**src/rtl/rcb_pkg.sv**
```systemverilog
package rcb_pkg;

  // ----------------------------------------------------------------
  // bus widths and timing
  // ----------------------------------------------------------------
  localparam int unsigned ADDR_W       = 8;        // register address width
  localparam int unsigned DATA_W       = 8;        // register data width
  localparam int unsigned CLK_HZ       = 20000000; // system clock rate
  localparam int unsigned SETUP_NS     = 20;       // address/data valid after select falls
  // cycles to wait after select falls before sampling; least time rounds up
  localparam int unsigned SETUP_CYC_RAW = (SETUP_NS * (CLK_HZ / 1000000) + 999) / 1000;
  localparam int unsigned SETUP_CYC    = (SETUP_CYC_RAW < 1) ? 1 : SETUP_CYC_RAW;
  localparam logic [1:0]  SETUP_CNT    = 2'(SETUP_CYC);
  localparam int unsigned NUM_REGS     = 16;       // implemented register count
  localparam logic [7:0]  REG_RST      = 8'h00;    // reset value of each register
  localparam logic [7:0]  UNMAPPED_RD  = 8'h00;    // read answer above the implemented range
  localparam logic        PARITY_EN    = 1'b0;     // parity disabled in this configuration

  // ----------------------------------------------------------------
  // carriers
  // ----------------------------------------------------------------
  // processor side request pins
  typedef struct packed {
    logic              sel_n;   // active-low chip select
    logic              rd_wr;   // 1 = read, 0 = write
    logic [ADDR_W-1:0] addr;    // register address
    logic [DATA_W-1:0] wdata;   // data bus level seen by the device
  } rcb_req_t;

  // device side open-drain and data-drive pins
  typedef struct packed {
    logic              ack_oe;  // high pulls acknowledge low
    logic              irq_oe;  // high pulls interrupt low
    logic              data_oe; // high drives data bus
    logic [DATA_W-1:0] rdata;   // data driven on reads
  } rcb_rsp_t;

  // port states, one-hot
  typedef enum logic [3:0] {
    ST_IDLE  = 4'b0001,
    ST_SETUP = 4'b0010,
    ST_ACK   = 4'b0100,
    ST_DONE  = 4'b1000
  } rcb_state_t;

  // in-range decode of an address, used for writes and reads
  function automatic logic reg_hit(input logic [ADDR_W-1:0] a);
    return a < ADDR_W'(NUM_REGS);
  endfunction

endpackage

```
**src/rtl/rcb_port.sv**
```systemverilog
`timescale 1ns/1ns
// Operation
// - 8-bit address, 8-bit bidirectional data
// - read/write, select, acknowledge, shared interrupt
// - no parity generated or checked
// - acknowledge and interrupt driven open-drain
// - acknowledge only after data valid or latched
// - release acknowledge before next cycle begins
module rcb_port
  import rcb_pkg::*;
(
  input  wire logic              sys_clk_i,   // system clock
  input  wire logic              reset_n_i,   // async reset, active low
  input  wire rcb_req_t          req_i,       // processor pins
  input  wire logic              event_i,     // internal event raising interrupt
  input  wire logic              irq_clr_i,   // internal clear of pending interrupt
  output rcb_rsp_t               rsp_o        // open-drain and data drive
);

  // ----------------------------------------------------------------
  // state
  // ----------------------------------------------------------------
  rcb_state_t          state_r;                    // port state
  logic [1:0]          setup_r;                    // setup wait counter
  logic [DATA_W-1:0]   regs_r [NUM_REGS];          // register storage
  logic [DATA_W-1:0]   rdata_r;                    // read data held on bus
  logic                data_oe_r;                  // data bus drive
  logic                ack_oe_r;                   // acknowledge pull-down
  logic                irq_r;                      // pending interrupt
  logic [3:0]          idx;                        // register index
  logic                sample_now;                 // address, direction and data taken now

  // low bits pick the register; the range test is done apart by reg_hit
  assign idx = req_i.addr[3:0];

  // the one edge of a cycle at which the bus lines are trusted
  assign sample_now = (state_r == ST_SETUP) && !req_i.sel_n && (setup_r <= 2'h1);

  // ----------------------------------------------------------------
  // usage notes
  // ----------------------------------------------------------------
  // select is taken as already synchronous to the system clock; a
  // select from another clock domain needs two flops in front of it
  // the setup wait covers the time the processor has to settle the
  // address, direction and write data after select falls
  // a cycle given up before the sample point changes no register
  // addresses at or above the register count are acknowledged, but
  // writes there are dropped and reads there return a fixed value
  // acknowledge stays pulled while select stays low, so the processor
  // may add as many wait states as it needs
  // acknowledge and data drive drop at the first edge that sees select
  // high, so the shared lines are free before another cycle can start
  // the bus has no parity bit here: none is made and none is checked

  // ----------------------------------------------------------------
  // handshake state machine
  // ----------------------------------------------------------------
  // select low starts a cycle; sample after setup time, then acknowledge
  always_ff @(posedge sys_clk_i or negedge reset_n_i) begin
    if (!reset_n_i) begin
      state_r <= ST_IDLE;
      setup_r <= 2'h0;
    end else begin
      case (state_r)
        ST_IDLE: begin
          if (!req_i.sel_n) begin
            state_r <= ST_SETUP;
            setup_r <= SETUP_CNT;
          end
        end
        ST_SETUP: begin
          if (req_i.sel_n) begin
            state_r <= ST_IDLE;                    // aborted cycle
          end else if (setup_r <= 2'h1) begin
            state_r <= ST_ACK;
          end else begin
            setup_r <= setup_r - 2'h1;
          end
        end
        ST_ACK: begin
          if (req_i.sel_n) begin
            state_r <= ST_IDLE;
          end else begin
            state_r <= ST_DONE;
          end
        end
        ST_DONE: begin
          if (req_i.sel_n) begin
            state_r <= ST_IDLE;
          end
        end
        default: state_r <= ST_IDLE;
      endcase
    end
  end

  // ----------------------------------------------------------------
  // register write and read capture
  // ----------------------------------------------------------------
  // data is latched at the sample point, before acknowledge is raised
  always_ff @(posedge sys_clk_i or negedge reset_n_i) begin
    if (!reset_n_i) begin
      for (int i = 0; i < NUM_REGS; i++) begin
        regs_r[i] <= REG_RST;
      end
      rdata_r <= REG_RST;
    end else if (sample_now) begin
      // writes outside the implemented range fall away
      if (!req_i.rd_wr && reg_hit(req_i.addr)) begin
        regs_r[idx] <= req_i.wdata;
      end
      // reads capture now so data is settled before acknowledge
      if (req_i.rd_wr) begin
        rdata_r <= reg_hit(req_i.addr) ? regs_r[idx] : UNMAPPED_RD;
      end
    end
  end

  // ----------------------------------------------------------------
  // pin drives
  // ----------------------------------------------------------------
  // acknowledge follows valid data; released as soon as select rises
  always_ff @(posedge sys_clk_i or negedge reset_n_i) begin
    if (!reset_n_i) begin
      ack_oe_r  <= 1'b0;
      data_oe_r <= 1'b0;
    end else begin
      ack_oe_r  <= !req_i.sel_n && (state_r == ST_ACK || state_r == ST_DONE);
      data_oe_r <= !req_i.sel_n && req_i.rd_wr && (state_r != ST_IDLE) && (state_r != ST_SETUP);
    end
  end

  // shared interrupt, pulled low while pending; set wins over clear
  always_ff @(posedge sys_clk_i or negedge reset_n_i) begin
    if (!reset_n_i) begin
      irq_r <= 1'b0;
    end else if (event_i) begin
      irq_r <= 1'b1;
    end else if (irq_clr_i) begin
      irq_r <= 1'b0;
    end
  end

  // no parity pin exists: generation and checking are absent
  assign rsp_o.ack_oe  = ack_oe_r;
  assign rsp_o.irq_oe  = irq_r;
  assign rsp_o.data_oe = data_oe_r;
  assign rsp_o.rdata   = rdata_r;

  // ----------------------------------------------------------------
  // handshake and interrupt assertions
  // ----------------------------------------------------------------
  // acknowledge may only rise while the processor holds select low
  AST_ACK_NEEDS_SEL: assert property (@(posedge sys_clk_i) disable iff (!reset_n_i)
    $rose(ack_oe_r) |-> !$past(req_i.sel_n))
    else $error("acknowledge raised without select");
  AST_ACK_RELEASE: assert property (@(posedge sys_clk_i) disable iff (!reset_n_i)
    req_i.sel_n |=> !ack_oe_r)
    else $error("acknowledge not released after select rose");
  AST_ACK_AFTER_SETUP: assert property (@(posedge sys_clk_i) disable iff (!reset_n_i)
    $rose(ack_oe_r) |-> $past(state_r) == ST_ACK || $past(state_r) == ST_DONE)
    else $error("acknowledge before data sampled");
  AST_ACK_DELAY: assert property (@(posedge sys_clk_i) disable iff (!reset_n_i)
    (state_r == ST_IDLE && !req_i.sel_n) ##1 !req_i.sel_n [*3] |=> ack_oe_r)
    else $error("acknowledge late");
  AST_RD_DATA_WITH_ACK: assert property (@(posedge sys_clk_i) disable iff (!reset_n_i)
    (ack_oe_r && req_i.rd_wr && !req_i.sel_n && $stable(req_i.rd_wr)) |-> data_oe_r)
    else $error("acknowledge on read without data drive");
  AST_WR_LATCHED: assert property (@(posedge sys_clk_i) disable iff (!reset_n_i)
    (state_r == ST_SETUP && setup_r <= 2'h1 && !req_i.sel_n && !req_i.rd_wr && req_i.addr == 8'h00)
    |=> regs_r[0] == $past(req_i.wdata))
    else $error("write data not latched");
  AST_IRQ_SET: assert property (@(posedge sys_clk_i) disable iff (!reset_n_i)
    event_i |=> irq_r)
    else $error("event did not raise interrupt");
  // a clear with no event drops the pending interrupt
  AST_IRQ_CLEAR: assert property (@(posedge sys_clk_i) disable iff (!reset_n_i)
    irq_clr_i && !event_i |=> !irq_r)
    else $error("interrupt not cleared");
  // with neither event nor clear the pending state holds
  AST_IRQ_HOLD: assert property (@(posedge sys_clk_i) disable iff (!reset_n_i)
    !event_i && !irq_clr_i |=> $stable(irq_r))
    else $error("interrupt changed with no cause");
  AST_NO_DATA_ON_WRITE: assert property (@(posedge sys_clk_i) disable iff (!reset_n_i)
    !$past(req_i.rd_wr) && $past(state_r) != ST_IDLE |-> !data_oe_r)
    else $error("data driven during write");
  // data drive only answers a read that was selected one edge before
  AST_DATA_ONLY_READ: assert property (@(posedge sys_clk_i) disable iff (!reset_n_i)
    data_oe_r |-> $past(req_i.rd_wr) && !$past(req_i.sel_n))
    else $error("data driven outside a read");
  // a held acknowledge belongs to a cycle that has reached its last state
  AST_ACK_STATE: assert property (@(posedge sys_clk_i) disable iff (!reset_n_i)
    ack_oe_r |-> state_r == ST_DONE)
    else $error("acknowledge outside the answer state");
  // once sampled, a cycle still selected is answered at the next edge
  AST_SAMPLE_TO_ACK: assert property (@(posedge sys_clk_i) disable iff (!reset_n_i)
    sample_now ##1 !req_i.sel_n |=> ack_oe_r)
    else $error("sampled cycle not acknowledged");
  // read data may not move while acknowledge is held
  AST_RDATA_STABLE: assert property (@(posedge sys_clk_i) disable iff (!reset_n_i)
    ack_oe_r && $past(ack_oe_r) |-> $stable(rdata_r))
    else $error("read data changed under acknowledge");

  // ----------------------------------------------------------------
  // coverage of the main scenarios
  // ----------------------------------------------------------------
  // a read answered
  COV_READ: cover property (@(posedge sys_clk_i) disable iff (!reset_n_i)
    ack_oe_r && req_i.rd_wr);
  COV_WRITE: cover property (@(posedge sys_clk_i) disable iff (!reset_n_i)
    ack_oe_r && !req_i.rd_wr);
  COV_ABORT: cover property (@(posedge sys_clk_i) disable iff (!reset_n_i)
    state_r == ST_SETUP && req_i.sel_n);
  COV_IRQ: cover property (@(posedge sys_clk_i) disable iff (!reset_n_i)
    event_i && irq_clr_i);
  // acknowledge held for a second edge while select stays low
  COV_WAIT: cover property (@(posedge sys_clk_i) disable iff (!reset_n_i)
    ack_oe_r && $past(ack_oe_r));

endmodule // rcb_port

```
**config.mk**
```make
export PLATFORM = sky130hd
export DESIGN_NAME = rcb_port
export DESIGN_NICKNAME = d
export VERILOG_FILES = /design/src/rtl/rcb_pkg.sv /design/src/rtl/rcb_port.sv
export SDC_FILE = /design/constraint.sdc
export NUM_CORES = 1
export LEC_CHECK = 0
export BUFFER_PORTS_ARGS = -buffer_cell sky130_fd_sc_hd__buf_4
export CORE_MARGIN = 5
export CORE_UTILIZATION = 46
export CTS_BUF_LIST = sky130_fd_sc_hd__clkbuf_16
export CTS_CLUSTER_SIZE = 14
export DETAILED_ROUTE_END_ITERATION = 7
export RECOVER_POWER = 100
export SKIP_CTS_REPAIR_TIMING = 1
export SYNTH_ARGS = -nofsm -noshare
export SYNTH_HDL_FRONTEND = slang
export SYNTH_SLANG_ARGS = --single-unit
```
**constraint.sdc**
```tcl
create_clock -name sys_clk_i -period 5.3 [get_ports sys_clk_i]
set_clock_uncertainty 0.1 [all_clocks]
set_input_delay 0.265 -clock sys_clk_i [delete_from_list [all_inputs] [get_ports sys_clk_i]]
set_output_delay 0.265 -clock sys_clk_i [all_outputs]
set_load 0.05 [all_outputs]
```
Word level (Yosys, flattened, before mapping)

Index checks and enable logic that the tools add are counted.

Input port bits: 22
Output and inout port bits: 11
Bits in registers: 145

Order comparisons: 4
$add $sub $neg: 1
Eq/ne operators: 11
Bitwise logic cells: 1
Muxes and demuxes: 19
Reduce and logical (&&, ||, !) cells: 17

Operators with widths:

| cell                 | count |
|---|---|
| $bwmux W128          | 1 |
| $bmux W8 S4          | 1 |
| $demux W8 S4         | 1 |
| $mux W8              | 4 |
| $mux W4              | 5 |
| $pmux W4 S4          | 1 |
| $logic_and A1 B1 Y1  | 8 |
| $lt A8 B5 Y1 const B | 1 |
| $ne A2 B2 Y1 const B | 4 |
| $mux W2              | 3 |
| $ge A5 B5 Y1 const B | 1 |
| $lt A5 B1 Y1 const B | 1 |
| $not A4 Y5           | 1 |
| $eq A4 B1 Y1 const B | 1 |
| $eq A4 B2 Y1 const B | 1 |
| $eq A4 B3 Y1 const B | 1 |
| $eq A4 B4 Y1 const B | 1 |
| $ne A4 B1 Y1 const B | 1 |
| $ne A4 B2 Y1 const B | 1 |
| $pmux W2 S2          | 1 |
| $reduce_and A2 Y1    | 2 |
| $reduce_and A4 Y1    | 1 |
| $reduce_bool A2 Y1   | 2 |
| $ne A3 B2 Y1 const B | 1 |
| 6 further kinds      | 8 |

Depth between registers and ports, before layout

Word-level depth: 6
Mapped depth: 8
Mapped depth without buffers: 6

Least setup slack after synthesis

Ideal clock, no wire load.

Path type: flip-flop to flip-flop
Start point: register state_r[3]
End point: register regs_r[0] in the netlist's numbering
Data required time: 5.075 ns
Arrival time: 1.944 ns
Cell stages (with the launch flop): 6
Path slack: 3.131 ns
Library setup time: 0.125 ns
Path through: dfrtp_1 -> or3_4 -> nor4_4 -> and4_2 -> buf_4 -> mux2_2

Word-level cells in the longest chain between the ends: 4

Ends and longest elaborated chain:

| what                               | RTL line        | RTL |
|---|---|---|
| from (decl)                        | rcb_port.sv:23  | `rcb_state_t state_r;` |
| from (signal assigned)             | rcb_port.sv:61  | `state_r <= ST_IDLE;` |
| from (signal assigned)             | rcb_port.sv:67  | `state_r <= ST_SETUP;` |
| from (signal assigned)             | rcb_port.sv:73  | `state_r <= ST_IDLE;` |
| $eq A4 B2 Y1                       | rcb_port.sv:37  | `assign sample_now = (state_r == ST_SETUP) && !req_i.sel_n && (setup_r <= 2'h1);` |
| $logic_and A1 B1 Y1 (2 in a row)   | rcb_port.sv:37  |  |
| $reduce_and A2 Y1 (no source line) | --              |  |
| to (signal, indexed assignment)    | rcb_port.sv:110 | `regs_r[idx] <= req_i.wdata;` |
| to (decl)                          | rcb_port.sv:25  | `logic [DATA_W-1:0] regs_r [NUM_REGS];` |

Every way passes these cells.
A chain may end at the register's enable or synchronous reset.

Worst setup path in the final report

Start point: input req_i[17] in the netlist's numbering
End point: register regs_r[108] in the netlist's numbering

Word-level cells in the longest chain between the ends: 4

Ends and longest elaborated chain:

| what                               | RTL line       | RTL |
|---|---|---|
| from (decl)                        | rcb_port.sv:14 | `input wire rcb_req_t req_i,` |
| $logic_not A1 Y1                   | rcb_port.sv:37 |  |
| $logic_and A1 B1 Y1 (2 in a row)   | rcb_port.sv:37 |  |
| $reduce_and A2 Y1 (no source line) | --             |  |

Every way passes these cells.

==> out/metrics.yaml <==
status: "finished, violations left"
violations: "capacitance limit, slew limit"
gp_congestion: 0.720
clock_latency_ns: 0.42
clockBufferDepth: 2
globalRouteMet2Util: 0.273
hold_path.class: "in2reg"
r2r-start: "state_r[3]"
cp_slowest_cell: "nand3_1"
yosysWarningCount: 0
vias_per_cell: 5.58
dp_hpwl_microns: 9060
cp.arrival_ns: 3.31
min_to: "irq_r"
path_delay_family: "simple AND/OR/NAND/NOR gates"
place_area_sq_mm: 0.00740
rsz0062_at_grt: "no"
final_area_sq_mm: 0.00749
nFillCells: 1353
grt_antenna_before_repair: 0
die_h_microns: 135
synth_edf_count: 0
routedWlPerCell_microns: 22.7
syn-num-nets: 454
crit_path_max_fanout: 16
yosys-top-cells-area: "dfrtp_1, mux2_4, mux4_2, mux2_2, mux2_1"
worstPathRequired_ns: 5.50
min_period_ns: 3.11
ys_async_sr_fraction: 1.00
pre_cts_slack_ns: 2.60
overflow: 0
whs_ns: 0.0276
final_common_cell: "dfrtp_1"
coreArea_sq_mm: 0.0152
clock-sinks: 145
synthToLayoutAreaGrowth_pct: 4.74
maxSlewHeadroom: -0.600
synth_flop_cell: "dfrtp_1"
num_rows: 45
netlist_instances: 431
mostFrequentLayoutCells: "dfrtp_1, mux2_1, mux2_2"
timing.critical_path.mode_cell: "clkbuf_1"
syn_avg_cell_area_sq_um: 16.6
post-route-period-util: 0.587
crit_path_start_kind: "primary input"
tightest_slew_ns: 2.40
io_buffers: 32
setup_viol: 0
fin_setup_tns_ns: 0
pin_count: 33
yosysTopAreaCell: "dfrtp_1"
hold_start: "irq_clr_i"
drtIter0Drc: 184
drive_above_1_share: 0.295
grt_busiest_layer: "met2"
synth_seq_area_share: 0.508
grt_pass1_wl_microns: 24300
endpoint_kind: "register"
cp_num_buf_inv: 3
synth_top_area_share: 0.504
synth-seq-cells: 145
grt_pass1_vias: 4104
timing.final.hold_violations: 0
root_buffer: "clkbuf_16"
netlist_area_sq_mm: 0.00715
critical_path_class: "in2reg"
setup_ws_ns: 2.19
dr.pass1.iters: 6
antenna_left: 0
slew_violations: 97
grt_util_met3: 0.0425
p_leak_nw: 3.71
max_freq_mhz: 321
die_w_microns: 135
hold_depth: 3
clkTransAtPathRegs_ns: 0.06
r2r_slack_ns: 2.24
finalNonFillerCells: 656
cap_violations: 1
synth_cell_types: 45
diodes: 0
drt-total-wl_microns: 14900
dieArea_sq_mm: 0.0181
cts_tree: "done"
final_util: 0.493
grt_usage: 0.179
ir_drop_uv: 235
grt_max_degree: 97
htree_levels: 4
path_cells: "dlygate4sd3_1 > clkbuf_1 > or3_1 > nor4_1 > clkbuf_1 > nand3_1 > mux2_1"
vias: 3660
initial_utilization: 0.470
grtUsageMet1: 0.256
r2r_end: "regs_r[108]"
reg2reg_depth: 5
dp_cells: 622
slowest_delay_ns: 0.64
power.density_mw_per_mm2: 308
drc: 0
power_mw: 2.31
nets: 479
cts_buffers: 17
## state kept, by name, summed over array words and instances, names as in the netlist
signal / flops
ack_oe_r: 1
rdata_r: 8
regs_r: 128
setup_r: 2
data_oe_r: 1
state_r: 4
irq_r: 1
## final cells by class
cell class,instances,area [sq um],area share
flip-flops and latches,145,3630,0.485
multi-input cells,252,2870,0.383
clock buffers,17,425,0.0568
well taps,188,235,0.0314
repair buffers,37,234,0.0312
clock inverters,14,87.6,0.0117
inverters,3,11.3,0.00150
## synthesized netlist by cell type (all sizes together) (2+ instances only)
cell type,instances
a21oi,2
and4,4
buf,16
clkbuf,7
dfrtp,144
dlygate4sd1,8
inv,3
mux2,137
mux2i,16
mux4,32
nand2,11
nand2b,3
nand3,12
nor2,3
nor2b,3
nor3,2
nor3b,2
nor4,3
o21ai,9
## routing by layer
metal,share of wire,wire [microns],up-vias
met2,0.47,6970,55
met4,0.012,177,0
li1,-,-,1654
met5,0,0,-
met1,0.49,7220,1938
met3,0.033,495,13
## kinds of logic after synthesis
group,after synthesis,synth area share
AND/OR/NAND/NOR,51,0.0660
multiplexers,185,0.377
buffers and inverters,34,0.0360
AO/OA/AOI/OAI,14,0.0108
flip-flops,145,0.508
adder cells (fa/ha/maj),1,0.00175
XOR/XNOR,1,0.00122
## worst min-delay path: cells and delay by family
family | cells | cell delay, ns
AOI/OAI and AO/OA | 1 | 0.10
buffers and inverters | 2 | 0.15
## how the worst max path moves through the flow
stage / from / endpoint / depth (start not counted)
finish: req_i[17] / regs_r[108] / 7
CTS: state_r[3] / regs_r[22] / 5
floorplan: state_r[3] / regs_r[0] / 5
detailed placement: req_i[15] / regs_r[22] / 6
global placement: req_i[15] / regs_r[19] / 6
global route: reset_n_i / regs_r[58] / 3
## where the power goes
part	switching [mW]	internal, mW	total [mW]
Clock	0.437	0.623	1.06
Combinational	0.0805	0.0411	0.122
Sequential	0.00769	1.12	1.13
Total	0.525	1.78	2.31
Note: power is estimated with default switching activity, not from simulation.
